File: src/include/iop_pkg.sv
// Package for the port pin drive and edge interrupt block
package iop_pkg;
    // ==========================================================
    // Bus and register map
    localparam int ADDR_W = 8;
    localparam logic [7:0] OFF_DRIVE0 = 8'h00;
    localparam logic [7:0] OFF_DRIVE1 = 8'h04;
    localparam logic [7:0] OFF_DRIVE2 = 8'h08;
    localparam logic [7:0] OFF_OUT = 8'h0c;
    localparam logic [7:0] OFF_SLEW = 8'h10;
    localparam logic [7:0] OFF_INEN = 8'h14;
    localparam logic [7:0] OFF_BIDIR = 8'h18;
    localparam logic [7:0] OFF_CTRL = 8'h1c;
    localparam logic [7:0] OFF_IRQ_LO = 8'h20;
    localparam logic [7:0] OFF_IRQ_HI = 8'h24;
    localparam logic [7:0] OFF_STATUS = 8'h28;
    localparam logic [7:0] OFF_PIN_IN = 8'h2c;
    localparam logic [7:0] OFF_REGHI = 8'h30;
    localparam logic [7:0] OFF_OESEL0 = 8'h34;
    localparam logic [7:0] OFF_OESEL1 = 8'h38;
    localparam logic [7:0] OFF_PIN0 = 8'h40;
    localparam logic [7:0] OFF_PIN_LAST = 8'h5c;
    // Control register fields
    localparam int CTRL_LVTTL = 0;
    localparam int CTRL_USB_MODE = 1;
    // Pin form fields
    localparam int PF_OUT = 0;
    localparam int PF_DM_LO = 1;
    localparam int PF_SLEW = 4;
    localparam int PF_INEN = 5;
    localparam int PF_BIDIR = 6;
    localparam int PF_REGHI = 7;
    // Reset values and answers
    localparam logic [1:0] RESP_OKAY = 2'h0;
    localparam logic [1:0] RESP_SLVERR = 2'h2;
    localparam logic [7:0] RST_BYTE = 8'h00;
    localparam logic [3:0] RST_OESEL = 4'h0;
    localparam logic [7:0] RST_CTRL = 8'h02;

    // ==========================================================
    // Drive modes of the 3-bit drive field
    localparam logic [2:0] DM_ANALOG = 3'h0;
    localparam logic [2:0] DM_HIZ_DIG = 3'h1;
    localparam logic [2:0] DM_RES_UP = 3'h2;
    localparam logic [2:0] DM_RES_DN = 3'h3;
    localparam logic [2:0] DM_OD_LOW = 3'h4;
    localparam logic [2:0] DM_OD_HIGH = 3'h5;
    localparam logic [2:0] DM_STRONG = 3'h6;
    localparam logic [2:0] DM_RES_BOTH = 3'h7;
    // Edge select codes
    localparam logic [1:0] EDGE_OFF = 2'h0;
    localparam logic [1:0] EDGE_RISE = 2'h1;
    localparam logic [1:0] EDGE_FALL = 2'h2;
    localparam logic [1:0] EDGE_BOTH = 2'h3;

    // ==========================================================
    // Per-pin drive result
    typedef struct packed {
        logic strong_en;
        logic strong_val;
        logic res_up;
        logic res_dn;
        logic in_en;
        logic slow;
    } iop_drive_t;

    // AXI4-Lite carriers
    typedef struct packed {
        logic awvalid;
        logic [ADDR_W-1:0] awaddr;
        logic wvalid;
        logic [31:0] wdata;
        logic [3:0] wstrb;
        logic bready;
        logic arvalid;
        logic [ADDR_W-1:0] araddr;
        logic rready;
    } iop_axi_req_t;

    typedef struct packed {
        logic awready;
        logic wready;
        logic bvalid;
        logic [1:0] bresp;
        logic arready;
        logic rvalid;
        logic [31:0] rdata;
        logic [1:0] rresp;
    } iop_axi_rsp_t;
endpackage : iop_pkg

File: src/iop_pin_drive.sv
// Drive decode of one pin
`timescale 1ns/1ns
module iop_pin_drive (
    input wire logic [2:0] mode,
    input wire logic out_val,
    input wire logic slew_slow,
    input wire logic in_enable,
    input wire logic bidir,
    input wire logic aux_oe,
    input wire logic reg_high,
    input wire logic usb_pin,
    input wire logic usb_mode,
    input wire logic usb_drive,
    input wire logic usb_pull,
    output iop_pkg::iop_drive_t drv
);
    import iop_pkg::*;
    logic [2:0] eff;
    always_comb begin
        eff = (bidir && !aux_oe) ? DM_HIZ_DIG : mode;
        drv = '0;
        drv.in_en = in_enable;
        if (usb_pin) begin
            if (!usb_mode) begin
                drv.in_en = in_enable;
                drv.strong_en = !out_val || usb_drive;
                drv.strong_val = out_val;
                drv.res_up = out_val && !usb_drive && usb_pull;
            end else begin
                drv.in_en = 1'b0;
            end
        end else begin
            case (eff)
                DM_ANALOG: begin
                    drv.in_en = 1'b0;
                end
                DM_HIZ_DIG: begin
                    drv.strong_en = 1'b0;
                end
                DM_RES_UP: begin
                    drv.strong_en = !out_val;
                    drv.res_up = out_val && !reg_high;
                end
                DM_RES_DN: begin
                    drv.strong_en = out_val;
                    drv.strong_val = 1'b1;
                    drv.res_dn = !out_val && !reg_high;
                end
                DM_OD_LOW: begin
                    drv.strong_en = !out_val;
                end
                DM_OD_HIGH: begin
                    drv.strong_en = out_val;
                    drv.strong_val = 1'b1;
                end
                DM_STRONG: begin
                    drv.strong_en = 1'b1;
                    drv.strong_val = out_val;
                end
                DM_RES_BOTH: begin
                    drv.res_up = out_val && !reg_high;
                    drv.res_dn = !out_val && !reg_high;
                end
                default: begin
                    drv.strong_en = 1'b0;
                end
            endcase
            drv.slow = slew_slow && drv.strong_en
                && (eff == DM_OD_LOW || eff == DM_OD_HIGH || eff == DM_STRONG);
        end
    end
endmodule : iop_pin_drive

File: src/iop_port.sv
// One I/O port: pin drive control, bus registers and edge interrupt unit
// Notes on behaviour
// - USB pins in I/O mode take drive select from drive-enable bits 7 and 6.
// - USB pins in I/O mode enable resistive pull when pull bit set.
// - In USB mode drive-enable and pull-enable settings are ignored.
// - Port-wide drive 0 and drive 1 writes never change the USB pins' drive bits; drive 2 writes do.
// - USB I/O: data 0 strong low; data 1 float, pull-up, or strong high.
// - After reset every pin is analog high-Z, driver and input off.
// - High-Z digital mode disables driver; input buffer follows its enable bit.
// - Resistive pull modes drive one level through a resistor, other strongly.
// - Open-drain modes float on one data value and drive the other.
// - Strong mode drives the data value strongly high and low.
// - Combined resistive mode pulls up for 1 and down for 0.
// - No resistive drive while a regulated pin is at regulated high level.
// - Port form and per-pin form registers update the same settings.
// - Bidirectional pins are high-Z input while their output enable is low.
// - Sixteen auxiliary output enables, each routable to any pins.
// - Per-pin slow slew, effective only in strong and open-drain modes.
// - One edge interrupt unit per port serves all eight pins.
// - Each pin detects rising, falling, both edges, or nothing.
// - Each enabled edge sets its status bit and requests an interrupt.
// - Edge detection keeps working in all sleep modes.
// - Only edges are detected, never levels.
// - Port-wide CMOS/LVTTL threshold; each input buffer disableable in any mode.
//
// Chosen here: the register addresses and the AXI4-Lite slave port.
`timescale 1ns/1ns
module iop_port #(
    parameter int PINS = 8,
    parameter int AUX_W = 16,
    parameter bit USB_PORT = 1'b0
) (
    input wire logic clk,
    input wire logic nrst,
    input wire logic clk_en,
    input iop_pkg::iop_axi_req_t axi_req,
    output iop_pkg::iop_axi_rsp_t axi_rsp,
    input wire logic [15:0] aux_oe,
    input wire logic [7:0] pin_in,
    input wire logic sleep,
    output logic [7:0] pin_out,
    output logic [7:0] pin_oe,
    output logic [7:0] pin_res_up,
    output logic [7:0] pin_res_dn,
    output logic [7:0] pin_in_en,
    output logic [7:0] pin_slow,
    output logic lvttl_sel,
    output logic [7:0] pin_din,
    output logic port_irq
);
    import iop_pkg::*;

    // ==========================================================
    // Parameter check
    if (PINS != 8 || AUX_W != 16) begin : g_bad
        $error("iop_port supports 8 pins and 16 output enables only");
    end

    // ==========================================================
    // State
    typedef struct packed {
        logic [7:0] dm0;
        logic [7:0] dm1;
        logic [7:0] dm2;
        logic [7:0] out_val;
        logic [7:0] slew;
        logic [7:0] in_en;
        logic [7:0] bidir;
        logic [7:0] reg_high;
        logic [7:0] ctrl;
        logic [7:0] irq_lo;
        logic [7:0] irq_hi;
        logic [7:0] status;
        logic [31:0] oe_sel;
        logic [7:0] sync1;
        logic [7:0] sync2;
        logic [7:0] prev;
        logic bvalid;
        logic [1:0] bresp;
        logic rvalid;
        logic [31:0] rdata;
        logic [1:0] rresp;
        logic aw_held;
        logic [ADDR_W-1:0] aw_addr;
        logic w_held;
        logic [31:0] w_data;
        logic [3:0] w_strb;
    } iop_state_t;
    localparam iop_state_t ST_RESET = '{ctrl: RST_CTRL, default: '0};

    iop_state_t st;
    iop_state_t next_st;

    logic [7:0] sel_oe;
    logic [7:0] edge_hit;
    logic do_write;
    logic [ADDR_W-1:0] wa;
    logic [31:0] wd;
    logic [3:0] ws;
    iop_drive_t drv [8];

    // ==========================================================
    // Per-pin aux routing, edge select and drive decode
    genvar gi;
    for (gi = 0; gi < 8; gi++) begin : g_pin
        logic [1:0] esel;
        logic rose;
        logic fell;
        assign sel_oe[gi] = aux_oe[st.oe_sel[gi*4 +: 4]];
        assign esel = {st.irq_hi[gi], st.irq_lo[gi]};
        assign rose = st.sync2[gi] && !st.prev[gi];
        assign fell = !st.sync2[gi] && st.prev[gi];
        assign edge_hit[gi] = (esel == EDGE_RISE && rose) || (esel == EDGE_FALL && fell)
            || (esel == EDGE_BOTH && (rose || fell));

        iop_pin_drive u_drv (
            .mode({st.dm2[gi], st.dm1[gi], st.dm0[gi]}),
            .out_val(st.out_val[gi]),
            .slew_slow(st.slew[gi]),
            .in_enable(st.in_en[gi]),
            .bidir(st.bidir[gi]),
            .aux_oe(sel_oe[gi]),
            .reg_high(st.reg_high[gi]),
            .usb_pin(USB_PORT && gi >= 6),
            .usb_mode(st.ctrl[CTRL_USB_MODE]),
            .usb_drive(st.dm0[gi]),
            .usb_pull(st.dm1[gi]),
            .drv(drv[gi])
        );
        assign pin_out[gi] = drv[gi].strong_val;
        assign pin_oe[gi] = drv[gi].strong_en;
        assign pin_res_up[gi] = drv[gi].res_up;
        assign pin_res_dn[gi] = drv[gi].res_dn;
        assign pin_in_en[gi] = drv[gi].in_en;
        assign pin_slow[gi] = drv[gi].slow;
        assign pin_din[gi] = drv[gi].in_en & st.sync2[gi];
    end

    assign lvttl_sel = st.ctrl[CTRL_LVTTL];
    assign port_irq = |st.status;

    // ==========================================================
    // Bus outputs
    always_comb begin
        axi_rsp.awready = !st.aw_held && !st.bvalid;
        axi_rsp.wready = !st.w_held && !st.bvalid;
        axi_rsp.bvalid = st.bvalid;
        axi_rsp.bresp = st.bresp;
        axi_rsp.arready = !st.rvalid;
        axi_rsp.rvalid = st.rvalid;
        axi_rsp.rdata = st.rdata;
        axi_rsp.rresp = st.rresp;
    end

    // ==========================================================
    // Byte merge helper
    function automatic logic [7:0] merge8(input logic [7:0] old, input logic [7:0] nv,
                                          input logic en);
        merge8 = en ? nv : old;
    endfunction : merge8

    // ==========================================================
    // Next state
    always_comb begin
        logic [7:0] usb_keep;
        logic [7:0] pf;
        logic hit;
        int idx;
        usb_keep = USB_PORT ? 8'hc0 : 8'h00;
        pf = 8'h00;
        hit = 1'b0;
        idx = 0;
        next_st = st;
        // Pin sampling runs with no bus activity, so it works in sleep
        next_st.sync1 = pin_in;
        next_st.sync2 = st.sync1;
        next_st.prev = st.sync2;

        // Write channel capture
        if (axi_req.awvalid && axi_rsp.awready) begin
            next_st.aw_held = 1'b1;
            next_st.aw_addr = axi_req.awaddr;
        end
        if (axi_req.wvalid && axi_rsp.wready) begin
            next_st.w_held = 1'b1;
            next_st.w_data = axi_req.wdata;
            next_st.w_strb = axi_req.wstrb;
        end
        do_write = next_st.aw_held && next_st.w_held && !st.bvalid;
        wa = next_st.aw_addr;
        wd = next_st.w_data;
        ws = next_st.w_strb;

        if (do_write) begin
            next_st.aw_held = 1'b0;
            next_st.w_held = 1'b0;
            next_st.bvalid = 1'b1;
            next_st.bresp = RESP_OKAY;
            case (wa)
                OFF_DRIVE0: next_st.dm0 = (merge8(st.dm0, wd[7:0], ws[0]) & ~usb_keep)
                    | (st.dm0 & usb_keep);
                OFF_DRIVE1: next_st.dm1 = (merge8(st.dm1, wd[7:0], ws[0]) & ~usb_keep)
                    | (st.dm1 & usb_keep);
                OFF_DRIVE2: next_st.dm2 = merge8(st.dm2, wd[7:0], ws[0]);
                OFF_OUT: next_st.out_val = merge8(st.out_val, wd[7:0], ws[0]);
                OFF_SLEW: next_st.slew = merge8(st.slew, wd[7:0], ws[0]);
                OFF_INEN: next_st.in_en = merge8(st.in_en, wd[7:0], ws[0]);
                OFF_BIDIR: next_st.bidir = merge8(st.bidir, wd[7:0], ws[0]);
                OFF_CTRL: next_st.ctrl = merge8(st.ctrl, wd[7:0], ws[0]);
                OFF_IRQ_LO: next_st.irq_lo = merge8(st.irq_lo, wd[7:0], ws[0]);
                OFF_IRQ_HI: next_st.irq_hi = merge8(st.irq_hi, wd[7:0], ws[0]);
                OFF_STATUS: begin
                    if (ws[0]) begin
                        next_st.status = st.status & ~wd[7:0];
                    end
                end
                OFF_REGHI: next_st.reg_high = merge8(st.reg_high, wd[7:0], ws[0]);
                OFF_OESEL0: begin
                    for (int b = 0; b < 4; b++) begin
                        if (ws[b]) begin
                            next_st.oe_sel[b*8 +: 8] = wd[b*8 +: 8];
                        end
                    end
                end
                OFF_PIN_IN: next_st.bresp = RESP_OKAY;
                default: begin
                    hit = wa >= OFF_PIN0 && wa <= OFF_PIN_LAST && wa[1:0] == 2'h0;
                    if (hit && ws[0]) begin
                        idx = int'(wa[4:2]);
                        pf = wd[7:0];
                        next_st.out_val[idx] = pf[PF_OUT];
                        next_st.dm0[idx] = pf[PF_DM_LO];
                        next_st.dm1[idx] = pf[PF_DM_LO+1];
                        next_st.dm2[idx] = pf[PF_DM_LO+2];
                        next_st.slew[idx] = pf[PF_SLEW];
                        next_st.in_en[idx] = pf[PF_INEN];
                        next_st.bidir[idx] = pf[PF_BIDIR];
                        next_st.reg_high[idx] = pf[PF_REGHI];
                    end else if (!hit) begin
                        next_st.bresp = RESP_SLVERR;
                    end
                end
            endcase
        end
        if (st.bvalid && axi_req.bready) begin
            next_st.bvalid = 1'b0;
        end

        // Edge events; a set wins over a same-cycle clear
        next_st.status = next_st.status | edge_hit;

        // Read channel
        if (axi_req.arvalid && axi_rsp.arready) begin
            next_st.rvalid = 1'b1;
            next_st.rresp = RESP_OKAY;
            next_st.rdata = 32'h0000_0000;
            case (axi_req.araddr)
                OFF_DRIVE0: next_st.rdata[7:0] = st.dm0;
                OFF_DRIVE1: next_st.rdata[7:0] = st.dm1;
                OFF_DRIVE2: next_st.rdata[7:0] = st.dm2;
                OFF_OUT: next_st.rdata[7:0] = st.out_val;
                OFF_SLEW: next_st.rdata[7:0] = st.slew;
                OFF_INEN: next_st.rdata[7:0] = st.in_en;
                OFF_BIDIR: next_st.rdata[7:0] = st.bidir;
                OFF_CTRL: next_st.rdata[7:0] = st.ctrl;
                OFF_IRQ_LO: next_st.rdata[7:0] = st.irq_lo;
                OFF_IRQ_HI: next_st.rdata[7:0] = st.irq_hi;
                OFF_STATUS: next_st.rdata[7:0] = st.status;
                OFF_PIN_IN: next_st.rdata[7:0] = pin_din;
                OFF_REGHI: next_st.rdata[7:0] = st.reg_high;
                OFF_OESEL0: next_st.rdata = st.oe_sel;
                default: begin
                    if (axi_req.araddr >= OFF_PIN0 && axi_req.araddr <= OFF_PIN_LAST
                        && axi_req.araddr[1:0] == 2'h0) begin
                        idx = int'(axi_req.araddr[4:2]);
                        next_st.rdata[7:0] = {st.reg_high[idx], st.bidir[idx],
                            st.in_en[idx], st.slew[idx], st.dm2[idx], st.dm1[idx],
                            st.dm0[idx], st.out_val[idx]};
                    end else begin
                        next_st.rresp = RESP_SLVERR;
                    end
                end
            endcase
        end else if (st.rvalid && axi_req.rready) begin
            next_st.rvalid = 1'b0;
        end
    end

    // ==========================================================
    // Registers
    always_ff @(posedge clk) begin
        if (!nrst) begin
            st <= ST_RESET;
        end else if (clk_en) begin
            st <= next_st;
        end
    end
endmodule : iop_port

File: config.mk
export PLATFORM = sky130hd
export DESIGN_NAME = iop_port
export DESIGN_NICKNAME = d
export VERILOG_FILES = /design/src/include/iop_pkg.sv /design/src/iop_pin_drive.sv /design/src/iop_port.sv
export SDC_FILE = /design/constraint.sdc
export NUM_CORES = 1
export LEC_CHECK = 0
export ABC_AREA = 1
export BUFFER_PORTS_ARGS = -buffer_cell sky130_fd_sc_hd__buf_4
export CORE_MARGIN = 2
export CORE_UTILIZATION = 35
export CTS_CLUSTER_DIAMETER = 120
export DETAILED_ROUTE_END_ITERATION = 7
export GPL_ROUTABILITY_DRIVEN = 0
export MAX_ROUTING_LAYER = met4
export SLEW_MARGIN = 40
export SYNTH_ARGS = -nofsm -noshare
export SYNTH_HDL_FRONTEND = slang
export SYNTH_HIERARCHICAL = 1
export SYNTH_SLANG_ARGS = --single-unit
export TNS_END_PERCENT = 10
File: constraint.sdc
create_clock -name clk -period 2.45 [get_ports clk]
set_clock_uncertainty 0.05 [all_clocks]
set_input_delay 0.49 -clock clk [delete_from_list [all_inputs] [get_ports clk]]
set_output_delay 0.49 -clock clk [all_outputs]
set_load 0.1 [all_outputs]
### Word-level counts from Yosys, hierarchy flattened

Index checks and enable logic that the tools add are counted.

* register bits after elaboration: 236
* bits of input ports: 85
* output and inout bits: 99
* word-level logic and storage cells: 556

* order comparisons: 15
* equality and inequality tests: 106
* multiplexer cells: 124
* bitwise logic cells: 19
* reduce and logical (&&, ||, !) cells: 263

Operators with widths (number)
* 8-bit one-hot mux with 2 select lines: 8
* 8-bit one-hot mux with 14 select lines: 1
* 13-bit OR reduction: 8
* 3-bit equality test (second input constant): 32
* 8-bit by 6-bit equality test with 1-bit output (second input constant): 12
* 1-bit logical AND: 95
* 8-bit bitwise mux: 8
* 8-bit by 5-bit equality test with 1-bit output (second input constant): 8
* 64-bit 2-to-1 mux: 1
* 8-bit 2-to-1 mux: 8
* 2-bit OR reduction: 32
* 3-bit by 2-bit equality test with 1-bit output (second input constant): 16
* 1-bit 2-to-1 mux: 46
* 1-bit logical NOT: 44
* 1-bit logical OR: 40
* 4-bit by 5-bit less-than comparator with 1-bit output (second input constant): 8
* 40-bit 2-to-1 mux: 1
* 5-bit AND reduction: 8
* 37-bit 2-to-1 mux: 1
* 1-bit binary-select mux with 4-bit select: 8
* 2-bit equality test (second input constant): 16
* 8-bit by 4-bit equality test with 1-bit output (second input constant): 4
* 32-bit 2-to-1 mux: 1
* 4-bit AND reduction: 7
* 27 further kinds: 114

### Depth between registers and ports, before layout

Gate-level depths: netlist (run 1).

* word-level depth: 12
* gate-level depth with buffers: 19
* gate-level depth less buffers: 18

### Modules after synthesis

Netlist (run 1), hierarchy kept.

By module, submodules not included
* iop_port: times used 1, cells each 2062, area an instance 13696.9 sq um, seq. area each 4684.5 sq um
* iop_pin_drive: times used 8, cells each 43, area an instance 209.0 sq um, seq. area each 0.0 sq um

### Worst setup path before layout (run 1)

OpenSTA, ideal clock, no wires.

* path kind: reg2out
* from: register st[116] (netlist bit)
* to: output pin_din[2]
* arrival time: 3.673 ns
* required time: 1.910 ns
* path slack: -1.763 ns
* cell stages (with the launch flop): 13
* buffers on the path: 2
* path through: dfxtp_1 clkbuf_1 clkbuf_1 a21oi_1 o311ai_0 nand2_1 inv_2 a21oi_1 nand3_1 a21oi_1 nor2_1 nand2_1 inv_1

* word-level cells in the longest chain between the ends: 8

RTL lines
* start, declared: line iop_port.sv:91 `iop_state_t st;`
* start signal, assigned: line iop_port.sv:295 `st <= next_st;`
* 1-bit binary-select mux with 4-bit select: line iop_port.sv:109 `assign sel_oe[gi] = aux_oe[st.oe_sel[gi*4 +: 4]];`
* 1-bit 2-to-1 mux (not written as such): line iop_port.sv:109
* net sel_oe[2]: line iop_port.sv:94 `logic [7:0] sel_oe;`
* 1-bit logical NOT: line iop_pin_drive.sv:20 `eff = (bidir && !aux_oe) ? DM_HIZ_DIG : mode;`
* 1-bit logical AND: line iop_pin_drive.sv:20
* 3-bit 2-to-1 mux: line iop_pin_drive.sv:20
* 3-bit logical NOT: line iop_pin_drive.sv:33 `case (eff)`
* 1-bit 2-to-1 mux: line iop_pin_drive.sv:33
* net pin_in_en[2]: line iop_port.sv:45 `output logic [7:0] pin_in_en,`
* 1-bit bitwise AND: line iop_port.sv:136 `assign pin_din[gi] = drv[gi].in_en & st.sync2[gi];`
* end, declared: line iop_port.sv:48 `output logic [7:0] pin_din,`

The timed path passes the listed nets, and every way through them passes these cells. The select of a mux whose other input is x is not followed.

### Worst setup path in the final report (run 1)

* from: register st[132] (netlist bit)
* to: output pin_din[6]

* word-level cells in the longest chain between the ends: 8

RTL lines (line)
* 1-bit binary-select mux with 4-bit select: iop_port.sv:109
* 1-bit 2-to-1 mux (not written as such): iop_port.sv:109
* net sel_oe[6]: iop_port.sv:94
* 1-bit logical NOT: iop_pin_drive.sv:20
* 1-bit logical AND: iop_pin_drive.sv:20
* 3-bit 2-to-1 mux: iop_pin_drive.sv:20
* 3-bit logical NOT: iop_pin_drive.sv:33
* 1-bit 2-to-1 mux: iop_pin_drive.sv:33
* 1-bit bitwise AND: iop_port.sv:136

The timed path passes the listed nets, and every way through them passes these cells. The select of a mux whose other input is x is not followed.

==> results.sh, run 1 <==
export IMPL_finalSetupTns_ns=-38.44
export IMPL_met1_usage_pct=37.9
export IMPL_cp_slowest_cell="dfxtp_4"
export IMPL_whs_path_depth=3
export IMPL_vdd_drop_max_v=0.000474
export IMPL_numCtsBuffers=28
export IMPL_ys_ff_latch=234
export IMPL_critical_path_most_common_cell="nand2_4"
export IMPL_violations="negative setup slack"
export IMPL_drt_total_wl_mm=65.1
export IMPL_area_growth_pct=42.3
export IMPL_power_leakage_nw=8.94
export IMPL_postLayoutCellArea_um2=21900
export IMPL_finalHoldViolations=0
export IMPL_min_from="pin_in[5]"
export IMPL_yosys_mux_area_fraction_pct=0
export IMPL_power_frac_seq_pct=39.1
export IMPL_cp_start_kind="flop"
export IMPL_drt_iter0_markers=2173
export IMPL_synth_xor_area_share_pct=0
export IMPL_fp_dieW_um=214
export IMPL_cell_internal_pwr_mw=7.00
export IMPL_cts_sinks=234
export IMPL_via_per_inst=5.52
export IMPL_die_area_um2=45600
export IMPL_htreeDepth=1
export IMPL_use_met3_pct=5.11
export IMPL_clkPwrFrac_pct=41.0
export IMPL_start_util_pct=35.6
export IMPL_layout_commonest_cell="nand2_1"
export IMPL_end_kind="primary output"
export IMPL_ant_nets=0
export IMPL_path_clk_slew_ns=0.06
export IMPL_n_fill_cell=4272
export IMPL_setup_violations=63
export IMPL_overflow=0
export IMPL_cts_hold_buf=0
export IMPL_rrSetupSlack_ns=-0.42
export IMPL_critPathKind="flop to primary output"
export IMPL_cp_data_arrival_time_ns=2.74
export IMPL_fin_crit_ns=3.28
export IMPL_outcome="finished, violations left"
export IMPL_clk_latency_ns=0.57
export IMPL_grt_max_degree=108
export IMPL_vias=18500
export IMPL_crit_family="compound AO/OA/AOI/OAI gates"
export IMPL_async_reset_ff_share_pct=0
export IMPL_synthCells=2406
export IMPL_pin_count=184
export IMPL_tightest_slew_ns=0.676
export IMPL_drive_gt1_share_pct=30.1
export IMPL_netlist_top_cell_by_area="dfxtp_1"
export IMPL_netlist_area_leader_share_pct=30.5
export IMPL_p_per_area_nw_per_um2=468
export IMPL_antenna_found_initial=0
export IMPL_rows=76
export IMPL_critPathMaxStageDelay_ns=0.37
export IMPL_place_area_um2=19200
export IMPL_synth_edf_count=0
export IMPL_yosysSeqAreaShare_pct=30.5
export IMPL_avgSynthCellArea_um2=6.39
export IMPL_final_cell_mix="nand2_1, buf_4, o21ai_0"
export IMPL_p_switching_mw=3.24
export IMPL_regArea_um2=4730
export IMPL_synth_adder_area_share_pct=1.30
export IMPL_cts_tree="built"
export IMPL_dieHeight_um=214
export IMPL_grt_met2_usage_pct=43.5
export IMPL_grt_pass1_wl_mm=97.9
export IMPL_worst_path_buf_inv=4
export IMPL_setup_slack_ns=-0.828
export IMPL_swShare_pct=31.7
export IMPL_io_buffers=180
export IMPL_track_usage_pct=28.5
export IMPL_insertedDiodeCount=0
export IMPL_grt_busiest_layer="met2"
export IMPL_route_detailed_drc=0
export IMPL_worst_path_max_fanout=5
export IMPL_timing_rr_start="st[120]$_SDFFE_PN0P_"
export IMPL_synthFlopType="dfxtp_1"
export IMPL_startpoint="st[132]$_SDFFE_PN0P_"
export IMPL_final_nets=2853
export IMPL_multiInputGateArea_um2=10200
export IMPL_synth_simple_area_share_pct=27.5
export IMPL_cts_buffer_depth=3
export IMPL_ff2ff_path_depth=20
export IMPL_coreArea_um2=43200
export IMPL_cp_cell_sequence="buf_12 > o21ai_1 > a21oi_2 > o221ai_2 > nand2_2 > inv_4 > nand2_4 > nand2_4 > nand3_2 > a21oi_2 > nor2_4 > nand2_4 > clkinvlp_4 > buf_12"
export IMPL_path_depth=14
export IMPL_drv_cap=0
export IMPL_synth_area_um2=15400
export IMPL_cp_data_required_time_ns=1.91
export IMPL_cts_root_buf="clkbuf_16"
export IMPL_synth_cell_types=45
export IMPL_slew_limit_headroom_pct=54.5
export IMPL_routedWlPerCell_um=19.4
export IMPL_hpwl_mm=48.0
export IMPL_synth_top_family_by_area="compound AO/OA/AOI/OAI gates"
export IMPL_hold_class="input port to flop"
export IMPL_fmax_ghz=0.305
export IMPL_grt_pass1_vias=17000
export IMPL_post_route_period_util_pct=134
export IMPL_p_comb_share_pct=19.9
export IMPL_grt_setup_unrepaired="true"
export IMPL_first_pass_iters=8
export IMPL_ys_warn_count=6
export IMPL_synth_compound_area_share_pct=29.2
export IMPL_synth_area_top_cells="dfxtp_1, o21ai_0, nand2_1"
export IMPL_slew_violations=0
[cell usage after synthesis, types with 4 or more instances]
| cell type | count |
|---|---|
| a211oi_1 | 9 |
| a21boi_2 | 8 |
| a21oi_1 | 247 |
| a31oi_1 | 24 |
| buf_2 | 6 |
| buf_4 | 41 |
| buf_6 | 6 |
| clkbuf_1 | 96 |
| clkinv_1 | 4 |
| dfxtp_1 | 234 |
| ha_1 | 16 |
| inv_1 | 238 |
| inv_2 | 20 |
| nand2_1 | 394 |
| nand2_2 | 51 |
| nand2_4 | 11 |
| nand3_1 | 116 |
| nand3_2 | 5 |
| nand4_1 | 20 |
| nand4_4 | 4 |
| nor2_1 | 258 |
| nor2_2 | 14 |
| nor2_4 | 5 |
| nor3_1 | 20 |
| nor4_1 | 4 |
| nor4_2 | 8 |
| o2111ai_1 | 16 |
| o211a_1 | 7 |
| o211ai_1 | 7 |
| o21ai_0 | 380 |
| o21ai_1 | 46 |
| o21ai_2 | 7 |
| o221ai_1 | 12 |
| o22ai_1 | 47 |
| o31ai_1 | 7 |
[power groups by stage]
stage | Combinational (mW) | Sequential (mW) | Clock (mW)
after detailed placement | 1.94 | 4.09 | 0
final | 2.04 | 4.01 | 4.20
after CTS | 1.97 | 4.01 | 4.24
after global placement | 1.91 | 4.09 | 0
after global routing | 2.19 | 4.02 | 4.40
after floorplan | 1.29 | 4.06 | 0
[worst register-to-register path: stages (launching register included)]
cell        delay (ns)
dfxtp_4           0.37
buf_12            0.14
buf_6             0.11
o211ai_1          0.16
nand2_1           0.10
o221ai_2          0.15
nand2_2           0.11
inv_4             0.11
nand2_4           0.07
nand2_4           0.09
nand3_2           0.08
a21oi_2           0.19
nor2_4            0.06
nand2_2           0.08
clkinvlp_4        0.12
buf_4             0.15
buf_4             0.12
nand2_1           0.09
o2111ai_1         0.11
nor3_1            0.21
a21oi_1           0.09
[sequential cells by signal, summed over array words and instances (netlist names)]
name and flops:
st 165, g_pin.esel 16, lvttl_sel 1, axi_rsp 36, next_st 16
[stage by stage]
step | power [mW] | setup slack [ns] | std cells | hold WS (ns) | util (%)
floorplan | 5.35 | -0.509 | 2447 | 0.374 | -
global placement | 6.00 | -0.727 | 3288 | 0.383 | 44.4
detailed placement | 6.03 | -0.718 | 3288 | 0.388 | 44.4
CTS | 10.2 | -0.827 | 3352 | 0.105 | 49.0
global route | 10.6 | -0.912 | 3357 | 0.122 | 50.6
finish | 10.2 | -0.828 | 3357 | 0.115 | 50.6
[layer usage]
metal,wire length [µm],share of wire [%],vias up
li1,-,-,8783
met2,28500,44,919
met3,6350,9.8,172
met4,2570,4.0,0
met5,0,0,-
met1,27600,42,8664
[cell type report]
type	instances	share of cell area, %
inverters	263	4.93
flip-flops and latches	234	21.6
well taps	585	3.35
multi-input cells	1798	46.9
clock inverters	8	0.349
clock buffers	42	3.86
repair buffers	427	19.0
[cells by family (layout without fill, tap and decap cells)]
family,count (synthesis),after routing
adder cells (fa/ha/maj),16,16
AND/OR/NAND/NOR,919,919
flip-flops,234,234
buffers and inverters,415,740
other,1,42
AO/OA/AOI/OAI,821,821
[what timing repair did]
action | 4_1_cts | 5_1_grt
gates resized for setup | 267 | 178
buffers inserted | 14 | 2
endpoints found under the setup margin | 66 | 153
cloned | 0 | 4
pin swaps | 48 | 77
[worst paths after layout]
path | endpoint
setup / recovery | pin_din[6]
hold / removal | next_st[97]$_SDFFE_PN0P_
setup reg to reg | axi_rsp[5]$_SDFFE_PN0P_
hold reg to reg | st[13]$_SDFFE_PN0P_
Power figures use the tool's default switching activity.
==> run 2, diff against run 1 <==
--- a/config.mk
+++ b/config.mk
@@ -5,7 +5,6 @@
 export SDC_FILE = /design/constraint.sdc
 export NUM_CORES = 1
 export LEC_CHECK = 0
-export ABC_AREA = 1
 export BUFFER_PORTS_ARGS = -buffer_cell sky130_fd_sc_hd__buf_4
 export CORE_MARGIN = 2
 export CORE_UTILIZATION = 35
==> run 2 against run 1 <==
  * The flow still finishes with violations (negative setup slack)
  * Largest power group unchanged
  * Highest routed layer unchanged
  * Critical path depth decreased by 7
  * Global-route usage shrank 0.20 points
  * Worst hold slack improved by 0.028 ns
  * Power down 2.1%
  * Via count shrank 12%
  * Wire length about the same
  * Flip-flop and latch count is the same
  * Critical endpoint is now pin_din[2]
==> results.sh, run 2 <==
export IMPL_setup_slack_ns=-0.958
export IMPL_post_place_ws_ns=-0.815
export IMPL_cp_data_required_time_ns=1.91
export IMPL_cp_data_arrival_time_ns=2.87
export IMPL_p_per_area_nw_per_um2=465
export IMPL_cts_tree="built"
export IMPL_slew_limit_headroom_pct=48.9
export IMPL_n_fill_cell=4169
export IMPL_finalHoldViolations=0
export IMPL_numCtsBuffers=28
export IMPL_coreArea_um2=44100
export IMPL_start_util_pct=35.5
export IMPL_cts_buffer_depth=3
export IMPL_outcome="finished, violations left"
export IMPL_ant_nets=0
export IMPL_startpoint="st[116]$_SDFFE_PN0P_"
export IMPL_synthCells=1762
export IMPL_track_usage_pct=28.3
export IMPL_slew_violations=0
export IMPL_endpoint="pin_din[2]"
export IMPL_regMostFlops="st"
export IMPL_post_route_period_util_pct=139
export IMPL_timing_rr_start="st[132]$_SDFFE_PN0P_"
export IMPL_drv_cap=0
export IMPL_worst_path_max_fanout=5
export IMPL_cp_slowest_cell="mux4_2"
export IMPL_multiInputGateArea_um2=10800
export IMPL_via_per_inst=5.95
export IMPL_tightest_slew_ns=0.766
export IMPL_grt_pass1_wl_mm=98.9
export IMPL_avgSynthCellArea_um2=8.88
export IMPL_vdd_drop_max_v=0.000564
export IMPL_synth_common_cells="dfxtp_1, nand2_1, mux2i_1"
export IMPL_worstReg2RegEnd="axi_rsp[8]$_SDFFE_PN0P_"
export IMPL_netlist_area_leader_share_pct=29.9
export IMPL_htreeDepth=1
export IMPL_dieHeight_um=215
export IMPL_report_power_total_mw=10.0
export IMPL_critPathMaxStageDelay_ns=0.58
export IMPL_rrSetupSlack_ns=-0.55
export IMPL_cp_start_kind="flop"
export IMPL_synthFlopType="dfxtp_1"
export IMPL_final_nets=2215
export IMPL_overflow=0
export IMPL_synth_area_um2=15600
export IMPL_grt_pass1_vias=15900
export IMPL_pin_count=184
export IMPL_hold_class="input port to flop"
export IMPL_die_area_um2=46400
export IMPL_synth_area_top_cells="dfxtp_1, mux4_2, mux2i_1"
export IMPL_largest_reg_flops=165
export IMPL_power_leakage_nw=8.38
export IMPL_place_area_um2=19800
export IMPL_routedWlPerCell_um=23.8
export IMPL_hpwl_mm=48.7
export IMPL_ys_ff_latch=234
export IMPL_rows=77
export IMPL_cts_sinks=234
export IMPL_final_cell_mix="buf_4, dfxtp_1, nand2_1"
export IMPL_postLayoutCellArea_um2=21500
export IMPL_setup_violations=66
export IMPL_ys_warn_count=6
export IMPL_yosysSeqAreaShare_pct=29.9
export IMPL_async_reset_ff_share_pct=0
export IMPL_drt_total_wl_mm=65.0
export IMPL_io_buffers=180
export IMPL_drive_gt1_share_pct=35.2
export IMPL_ff2ff_path_depth=12
export IMPL_synth_most_common_cell="dfxtp_1"
export IMPL_antenna_found_initial=5
export IMPL_critPathKind="flop to primary output"
export IMPL_synth_edf_count=0
export IMPL_regArea_um2=4720
export IMPL_cts_root_buf="clkbuf_16"
export IMPL_netlist_top_cell_by_area="dfxtp_1"
export IMPL_path_clk_slew_ns=0.07
export IMPL_fmax_ghz=0.293
export IMPL_area_growth_pct=37.7
export IMPL_fin_crit_ns=3.41
export IMPL_fp_dieW_um=215
export IMPL_drt_iter0_markers=2142
export IMPL_layout_commonest_cell="buf_4"
export IMPL_end_kind="primary output"
export IMPL_grt_max_degree=61
export IMPL_cp_cell_sequence="mux4_2 > mux4_2 > nand2b_4 > nand2b_4 > o41a_4 > and2_4 > buf_12"
export IMPL_clk_latency_ns=0.56
export IMPL_vias=16300
export IMPL_route_detailed_drc=0
export IMPL_first_pass_iters=7
export IMPL_grt_setup_unrepaired="true"
export IMPL_synth_cell_types=83
export IMPL_violations="negative setup slack"
## run 2: cells by family after synthesis
logic type | Yosys count | share of synthesized area [%]
simple gates | 590 | 20.0
compound gates | 519 | 24.9
flops | 234 | 29.9
buf+inv | 204 | 6.65
mux | 182 | 16.4
fa+ha+maj | 16 | 1.28
xor+xnor | 16 | 0.896
other cells | 1 | 0.0240
## run 2: worst min path at each step
stage	startpoint	to	slack (ns)	cells past startpoint
floorplan	axi_rsp[10]$_SDFFE_PN0P_	axi_rsp[10]$_SDFFE_PN0P_	0.39	2
global placement	st[17]$_SDFFE_PN0P_	st[17]$_SDFFE_PN0P_	0.40	2
detailed placement	axi_rsp[27]$_SDFFE_PN0P_	axi_rsp[27]$_SDFFE_PN0P_	0.41	2
CTS	axi_req[12]	st[1]$_SDFFE_PN0P_	0.13	3
global route	axi_req[34]	st[23]$_SDFFE_PN0P_	0.15	3
finish	pin_in[5]	next_st[97]$_SDFFE_PN0P_	0.14	3
## run 2: report_power, final
part	internal (mW)	switching [mW]
clock	2.57	1.79
combinational	0.677	1.07
sequential	3.87	0.0605
## run 2: area by class of cell
class                      instances  area share, %
clock inverter                    18          0.842
inverter                          31          0.540
sequential                       234           21.9
clock buffer                      34           3.60
antenna                            7         0.0813
tap                              592           3.44
multi-input combinational       1357           50.0
timing repair buffer             462           19.6
## run 2: metrics by stage
stage | utilization [%] | setup TNS (ns) | hold WS (ns) | std cells
CTS | 48.4 | -50.67 | 0.132 | 2724
global placement | 44.8 | -47.06 | 0.399 | 2672
global route | 48.8 | -54.49 | 0.146 | 2733
floorplan | - | -19.93 | 0.391 | 1795
finish | 48.8 | -51.13 | 0.144 | 2735
detailed placement | 44.8 | -48.79 | 0.408 | 2672
## run 2: repair_timing
item	CTS	global route
endpoints found under the hold margin	0	0
gates resized for setup	164	36
pin swaps	24	6
setup buffers	0	4
setup endpoints to repair	79	113
hold buffers	0	0
cloned	0	0
## run 2: worst max-delay path: cells and delay by family (launching register included)
family | cells | cell delay, ns
AOI/OAI and AO/OA | 1 | 0.16
muxes | 2 | 1.10
buffers and inverters | 1 | 0.17
and+or+nand+nor | 3 | 0.46
DFF | 1 | 0.40
## run 2: metal layers
layer / wire, µm / GRT usage, % / share of wire (%)
met1: 25400 / 34.4 / 39
met2: 29200 / 44.0 / 45
met3: 6860 / 7.05 / 11
met4: 3540 / 13.7 / 5.4
met5: 0 / - / 0
